--- src/hw/opmod_map.vh ---
// constants for the operand and result conditioning stage
// assumes fixed point components, 12 bits, 8 fraction bits
`ifndef OPMOD_MAP_VH
`define OPMOD_MAP_VH

`define COMP_W          12
`define FRAC_W          8
`define VEC_W           48
`define FIX_ONE         12'h100
`define FIX_HALF        12'h080
`define FIX_ZERO        12'h000
`define FIX_MAX         12'h7ff
`define FIX_MIN         12'h800

// channel selector codes
`define SEL_NONE        3'h0
`define SEL_RED         3'h1
`define SEL_GREEN       3'h2
`define SEL_BLUE        3'h3
`define SEL_ALPHA       3'h4

// result scale codes
`define SCL_NONE        3'h0
`define SCL_X2          3'h1
`define SCL_X4          3'h2
`define SCL_X8          3'h3
`define SCL_D2          3'h4
`define SCL_D4          3'h5
`define SCL_D8          3'h6

// version codes
`define VER_10          3'h0
`define VER_11          3'h1
`define VER_12          3'h2
`define VER_13          3'h3
`define VER_14          3'h4

`endif

--- src/hw/operand_cond.v ---
// one operand path: channel replicate, then source modifiers
// assumes a registered operand from the register file; pure logic
`timescale 1ns/1ps
`include "opmod_map.vh"

module operand_cond (
    input  wire [`VEC_W-1:0] opnd_i,
    input  wire [2:0]        sel_i,
    input  wire              bias_i,
    input  wire              signed_expand_i,
    input  wire              times_two_i,
    input  wire              complement_i,
    input  wire              negate_i,
    output reg  [`VEC_W-1:0] opnd_o
);

    // ************************************************************
    // saturating component arithmetic
    // ************************************************************
    function [`COMP_W-1:0] sat_fix;
        input signed [`COMP_W+1:0] v;
        begin
            if (v > $signed({3'h0, 11'h7ff}))
                sat_fix = `FIX_MAX;
            else if (v < $signed({3'h7, 11'h000}))
                sat_fix = `FIX_MIN;
            else
                sat_fix = v[`COMP_W-1:0];
        end
    endfunction

    reg [`COMP_W-1:0]          comp;
    reg [`COMP_W-1:0]          repl;
    reg signed [`COMP_W+1:0]   wide;
    integer                    k;

    always @* begin
        opnd_o = {`VEC_W{1'b0}};
        comp   = `FIX_ZERO;
        wide   = 14'sh0;
        // channel 0 red, 3 alpha
        case (sel_i) // RULE13 RULE15
            `SEL_RED:   repl = opnd_i[11:0];
            `SEL_GREEN: repl = opnd_i[23:12];
            `SEL_BLUE:  repl = opnd_i[35:24];
            `SEL_ALPHA: repl = opnd_i[47:36];
            default:    repl = `FIX_ZERO;
        endcase
        for (k = 0; k < 4; k = k + 1) begin
            if (sel_i == `SEL_NONE)
                comp = opnd_i[k*12 +: 12];
            else
                comp = repl; // RULE13
            wide = {{2{comp[11]}}, comp};
            if (complement_i) begin
                // complement stands alone
                wide = $signed({2'h0, `FIX_ONE}) - wide; // RULE17
            end else begin
                if (bias_i || signed_expand_i)
                    wide = wide - $signed({2'h0, `FIX_HALF}); // RULE16
                if (signed_expand_i || times_two_i)
                    wide = wide <<< 1; // RULE16
                if (negate_i)
                    wide = -wide; // RULE10 RULE17
            end
            opnd_o[k*12 +: 12] = sat_fix(wide); // RULE7
        end
    end

endmodule

--- src/hw/shader_operand_result_modifiers.v ---
// operand and result conditioning stage of a pixel shading unit
// assumes operand controls and operands valid with VALID_I, result controls and results with RES_VALID_I, one clock
//
// What the document requires
// RULE1 - scale and clamp result after operation, before destination write
// RULE2 - multiply options scale result by two, four or eight
// RULE3 - divide options scale result by half, quarter or eighth
// RULE4 - saturate clamps every component into zero to one
// RULE5 - scaling happens first, then the clamp
// RULE6 - issuer puts result options only on arithmetic operations
// RULE7 - source modifiers change delivered operand only, not stored register
// RULE8 - issuer uses source modifiers on arithmetic, signed expand exceptions
// RULE9 - signed expand allowed on texture sources per version
// RULE10 - negate applies last after bias, signed expand or doubling
// RULE11 - issuer never combines complement with another source modifier
// RULE12 - modifiers on constants undefined; version 1.4 rejects them
// RULE13 - channel selector replicates one channel into all four
// RULE14 - blue replicate in 1.1 to 1.3 only with alpha-only write; this block does not check it
// RULE15 - selector applied before source modifiers; any combination allowed
// RULE16 - bias subtracts half; signed expand subtracts half then doubles
// RULE17 - complement gives one minus value; negate gives negative
`timescale 1ns/1ps
`include "opmod_map.vh"

module shader_operand_result_modifiers (
    input  wire              REF_CLK_I,
    input  wire              RST_B_I,
    input  wire              VALID_I,
    input  wire [2:0]        VERSION_I,
    input  wire              TEX_OP_I,
    input  wire              TEX_MATRIX_I,
    input  wire              SRC_CONST_I,
    input  wire [`VEC_W-1:0] OPND_I,
    input  wire [2:0]        SEL_I,
    input  wire              BIAS_I,
    input  wire              SIGNED_EXPAND_I,
    input  wire              TIMES_TWO_I,
    input  wire              COMPLEMENT_I,
    input  wire              NEGATE_I,
    input  wire              RES_VALID_I,
    input  wire [`VEC_W-1:0] RES_I,
    input  wire [2:0]        RES_SCALE_I,
    input  wire              SAT_I,
    output reg               OPND_VALID_O,
    output reg  [`VEC_W-1:0] OPND_O,
    output reg               OPND_REJECT_O,
    output reg               WR_VALID_O,
    output reg  [`VEC_W-1:0] WR_DATA_O
);

    // ************************************************************
    // operand side
    // ************************************************************
    wire [`VEC_W-1:0] cond_opnd;
    wire              any_mod;
    reg               reject;

    operand_cond u_operand_cond (
        .opnd_i          (OPND_I),
        .sel_i           (SEL_I),
        .bias_i          (BIAS_I),
        .signed_expand_i (SIGNED_EXPAND_I),
        .times_two_i     (TIMES_TWO_I),
        .complement_i    (COMPLEMENT_I),
        .negate_i        (NEGATE_I),
        .opnd_o          (cond_opnd)
    );

    assign any_mod = BIAS_I | SIGNED_EXPAND_I | TIMES_TWO_I |
                     COMPLEMENT_I | NEGATE_I;

    always @* begin
        reject = 1'b0;
        if (SRC_CONST_I && any_mod && VERSION_I == `VER_14)
            reject = 1'b1; // RULE12
        if (TEX_OP_I && SIGNED_EXPAND_I) begin
            if (VERSION_I == `VER_10 || VERSION_I == `VER_11)
                reject = reject | ~TEX_MATRIX_I; // RULE9
            else if (VERSION_I == `VER_14)
                reject = 1'b1; // RULE9
        end
    end

    always @(posedge REF_CLK_I) begin
        if (!RST_B_I) begin
            OPND_VALID_O  <= 1'b0;
            OPND_REJECT_O <= 1'b0;
            OPND_O        <= {`VEC_W{1'b0}};
        end else begin
            OPND_VALID_O  <= VALID_I & ~reject;
            OPND_REJECT_O <= VALID_I & reject; // RULE12
            if (VALID_I && !reject)
                OPND_O <= cond_opnd; // RULE7 RULE15
        end
    end

    // ************************************************************
    // result side
    // ************************************************************
    function [`COMP_W-1:0] scale_fix;
        input [`COMP_W-1:0] v;
        input [2:0]         s;
        reg signed [`COMP_W+3:0] w;
        begin
            w = {{4{v[11]}}, v};
            case (s)
                `SCL_X2: w = w <<< 1; // RULE2
                `SCL_X4: w = w <<< 2; // RULE2
                `SCL_X8: w = w <<< 3; // RULE2
                `SCL_D2: w = w >>> 1; // RULE3
                `SCL_D4: w = w >>> 2; // RULE3
                `SCL_D8: w = w >>> 3; // RULE3
                default: w = w;
            endcase
            if (w > $signed({5'h00, 11'h7ff}))
                scale_fix = `FIX_MAX;
            else if (w < $signed({5'h1f, 11'h000}))
                scale_fix = `FIX_MIN;
            else
                scale_fix = w[`COMP_W-1:0];
        end
    endfunction

    function [`COMP_W-1:0] clamp_unit;
        input [`COMP_W-1:0] v;
        begin
            if (v[11])
                clamp_unit = `FIX_ZERO; // RULE4
            else if (v > `FIX_ONE)
                clamp_unit = `FIX_ONE; // RULE4
            else
                clamp_unit = v;
        end
    endfunction

    reg [`VEC_W-1:0]  res_next;
    reg [`COMP_W-1:0] scaled;
    integer           j;

    always @* begin
        res_next = {`VEC_W{1'b0}};
        scaled   = `FIX_ZERO;
        for (j = 0; j < 4; j = j + 1) begin
            scaled = scale_fix(RES_I[j*12 +: 12], RES_SCALE_I); // RULE1
            if (SAT_I)
                scaled = clamp_unit(scaled); // RULE5
            res_next[j*12 +: 12] = scaled;
        end
    end

    always @(posedge REF_CLK_I) begin
        if (!RST_B_I) begin
            WR_VALID_O <= 1'b0;
            WR_DATA_O  <= {`VEC_W{1'b0}};
        end else begin
            WR_VALID_O <= RES_VALID_I; // RULE1
            if (RES_VALID_I)
                WR_DATA_O <= res_next; // RULE1
        end
    end

endmodule

--- config.mk ---
export PLATFORM = sky130hd
export DESIGN_NAME = shader_operand_result_modifiers
export DESIGN_NICKNAME = d
export VERILOG_FILES = /design/src/hw/operand_cond.v /design/src/hw/shader_operand_result_modifiers.v
export VERILOG_INCLUDE_DIRS = /design/src /design/src/hw
export SDC_FILE = /design/constraint.sdc
export NUM_CORES = 1
export LEC_CHECK = 0
export BUFFER_PORTS_ARGS = -buffer_cell sky130_fd_sc_hd__buf_2
export CAP_MARGIN = 20
export CELL_PAD_IN_SITES_DETAIL_PLACEMENT = 1
export CELL_PAD_IN_SITES_GLOBAL_PLACEMENT = 1
export CORE_ASPECT_RATIO = 1.4
export CORE_UTILIZATION = 41
export DETAILED_ROUTE_END_ITERATION = 8
export PLACE_DENSITY_LB_ADDON = 0.1
export SLEW_MARGIN = 20
export SYNTH_ARGS = -nofsm -noshare
export SYNTH_HDL_FRONTEND = slang
export SYNTH_HIERARCHICAL = 1
export SYNTH_SLANG_ARGS = --single-unit
--- constraint.sdc ---
create_clock -name REF_CLK_I -period 5.7 [get_ports REF_CLK_I]
set_clock_uncertainty 0.1 [all_clocks]
set_input_delay 1.425 -clock REF_CLK_I [delete_from_list [all_inputs] [get_ports REF_CLK_I]]
set_output_delay 1.425 -clock REF_CLK_I [all_outputs]
set_load 0.01 [all_outputs]
==> results.cfg <==
[yosys]
postSynthRegisterBits = 99
ys_dominant_reg_cell = sky130_fd_sc_hd__dfxtp_1
synth_seq_area_share_pct = 15.5
mappedNetlistArea_sq_um = 12700
synthArstFlopShare_pct = 0
post-synth-top-count-cell = sky130_fd_sc_hd__nand2_1
synth_top_area_share_pct = 15.5
synth-warning-count = 6
synthCells = 1898
yosys-top-cells-area = sky130_fd_sc_hd__dfxtp_1, sky130_fd_sc_hd__nand2_1, sky130_fd_sc_hd__a21oi_1
synth_net_count = 2032
post-synth-top-area-cell = sky130_fd_sc_hd__dfxtp_1
number_of_enable_flip_flop_cells_after_synthesis = 0
synthDistinctLibCells = 104
synthesis.area_per_instance_sq_um = 6.72
synthTopCellsByCount = sky130_fd_sc_hd__nand2_1, sky130_fd_sc_hd__a21oi_1, sky130_fd_sc_hd__o21ai_0

[min_path]
hold_path_cells = 1
min_path_type = register to register
hold_start = WR_DATA_O[8]$_SDFFE_PN0P_

[pwr]
p_leak_nw = 6.22
cellInternalPower_w = 0.00169
p_comb_share_pct = 53.4
power.ir.vdd_worst_v = 0.000143
power_density_nw_per_um2 = 208
seq_power_share_pct = 25.7
power.switching_fraction_pct = 44.9
clkPwrFrac_pct = 20.9
net-switching-power_w = 0.00138

[timing]
transition_time_at_the_pin_with_the_least_slew_margin_ns = 1.06
finalWorstPathRequiredPeriod_ns = 5.46
final.period_utilization_pct = 95.8
clock.fmax_mhz = 183
rsz_0062_raised_after_global_routing = no
report.final.setup_viol = 0
slew-limit-headroom_pct = 29.1
hold_slack_ns = 0.351
final_count_of_pins_violating_max_slew = 0
timing.final.hold_violations = 0

[critical_path]
path_class = primary input to register
critPathLaunch = SEL_I[0]
critPathLaunchType = primary input
required_ns = 5.82
critPathCaptureType = register
regToRegStartpoint = WR_DATA_O[36]$_SDFFE_PN0P_
worst-r2r-cell-count = 3
crit_path_max_fanout = 11
data_arrival_time_of_the_worst_path_ns = 5.58

[placement]
count_of_buffers_inserted_at_the_top_level_ports = 216
placedCellCount = 2445
dpl_cell_area_sq_um = 14400
dp.final_hpwl_microns = 44000
finalWeightedCongestion = 0.978

[floorplanning]
die_height_microns = 211
start_util_pct = 41.5
design.core.area_sq_um = 30700
die_area_sq_um = 31800
core.rowCount = 76
ioPinCount = 217
die-width_microns = 151

[clock_network]
clock_tree_from_tritoncts = yes
h-tree-depth = 3
tritoncts_num_sinks = 99
clock-root-buffer = sky130_fd_sc_hd__clkbuf_16
ctsHoldBuffers = 0
cts.reportedPaths.clkPinSlew_ns = 0.07
clock_path_buffers = 2
clkLatencyLatePin_ns = 0.37
tritoncts.num_buffers = 9

[grt]
global_route.overflow_total = 0
grt_pass1_vias = 16000
gr-usage-all-layers_pct = 35.0
antenna_found_initial = 0
grt_start_max_net_pins = 71
grt_first_pass_wirelength_microns = 87300

[route]
total_number_of_vias = 15900
drtAntennaViolNets = 0
detail_route.vias_per_cell = 6.45
routedWlPerCell_microns = 23.0
postRouteWirelength_microns = 56500
detail_route.drc_violations = 0
first_drt_pass_iteration_count = 5
dr.first_iter.drc_count = 772

[cells_and_area]
utilization_after_layout_pct = 47.9
insertedDiodeCount = 0
layout-area-overhead-vs-synth_pct = 15.3
post-route-cell-area_sq_um = 14700
layout.cells.non_filler = 2462
num-nets-final = 2201
post_route_cells_drive_above_1_share_pct = 19.3

[status]
run_status = finished clean

[run]
cap_violations = 0
[cell type report]
type	instances	area (sq um)
fill	4142	16000
tap	390	488
multi-input combinational	1589	9880
inverter	47	176
timing repair buffer	321	1870
sequential	99	1980
clock buffer	10	239
clock inverter	6	61.3
[registers in the layout (all words and copies together) (netlist names)]
signal / count
OPND_VALID_O: 1
OPND_REJECT_O: 1
OPND_O: 48
WR_DATA_O: 48
WR_VALID_O: 1
[final timing paths]
path	end	slack [ns]
max reg2reg	WR_DATA_O[36]$_SDFFE_PN0P_	4.60
max	OPND_O[42]$_SDFFE_PN0P_	0.24
min reg2reg	WR_DATA_O[8]$_SDFFE_PN0P_	0.35
min	WR_DATA_O[8]$_SDFFE_PN0P_	0.35
[power by group through the flow]
| stage | clock network, W | logic (W) | registers (W) |
|---|---|---|---|
| 2_1_floorplan | 0 | 0.00103 | 0.000830 |
| 3_3_place_gp | 0 | 0.00156 | 0.000802 |
| 3_5_place_dp | 0 | 0.00160 | 0.000803 |
| 4_1_cts | 0.000654 | 0.00161 | 0.000788 |
| 5_1_grt | 0.000672 | 0.00178 | 0.000794 |
| 6_report | 0.000640 | 0.00164 | 0.000788 |
[layout by cell type, fill, tap and decap left out, drive strengths merged, types with 14 or more instances in the layout]
cell,count
o22ai,16
buf,321
xnor2,50
a22o,45
mux2i,33
o221ai,21
a22oi,22
and3,16
inv,46
nor2b,33
a221oi,23
and2,20
ha,16
a21oi,196
nand3,42
nand2,274
a21o,16
dfxtp,99
nor2,142
a21boi,14
nor3,42
nand2b,45
a31oi,30
o211ai,25
a211oi,33
o31ai,28
o21ai,168
[cells by family after synthesis]
logic type | synth area share (%)
xor+xnor | 4.19
mux | 4.00
buf+inv | 7.27
simple gates | 27.1
fa+ha+maj | 1.57
compound gates | 40.4
flops | 15.5
[metal layers]
metal	vias to the layer above	track usage, %	part of all wire, %
met3	184	4.23	4.2
met2	506	62.8	51
met1	7771	37.7	38
met4	0	24.3	7.1
li1	7417	-	-
met5	-	0	0
[critical path, stage by stage]
cell and delay, ns:
sky130_fd_sc_hd__buf_2 0.18, sky130_fd_sc_hd__buf_4 0.19, sky130_fd_sc_hd__mux2i_1 0.20, sky130_fd_sc_hd__o221ai_1 0.20, sky130_fd_sc_hd__buf_4 0.21, sky130_fd_sc_hd__a21o_1 0.19
sky130_fd_sc_hd__o21ai_0 0.24, sky130_fd_sc_hd__ha_1 0.28, sky130_fd_sc_hd__nand3_1 0.12, sky130_fd_sc_hd__or4_1 0.51, sky130_fd_sc_hd__or2_1 0.28, sky130_fd_sc_hd__o31ai_2 0.27
sky130_fd_sc_hd__xnor2_1 0.14, sky130_fd_sc_hd__a32oi_1 0.80, sky130_fd_sc_hd__o21ai_1 0.17, sky130_fd_sc_hd__nand2_1 0.11, sky130_fd_sc_hd__a21oi_1 0.07
[repair_timing]
action,4_1_cts,5_1_grt
setup buffers,0,1
gates resized for setup,0,1
endpoints found under the setup margin,0,11
[per-stage QoR]
stage	setup slack (ns)	total power (W)	setup TNS, ns
after floorplan	0.308	0.00186	0
after global routing	0.0222	0.00324	0
final	0.239	0.00306	0
after global placement	0.0204	0.00237	0
after CTS	0.302	0.00306	0
after detailed placement	-0.0617	0.00241	-0.314
No activity file was read; power rests on OpenSTA's default activity.
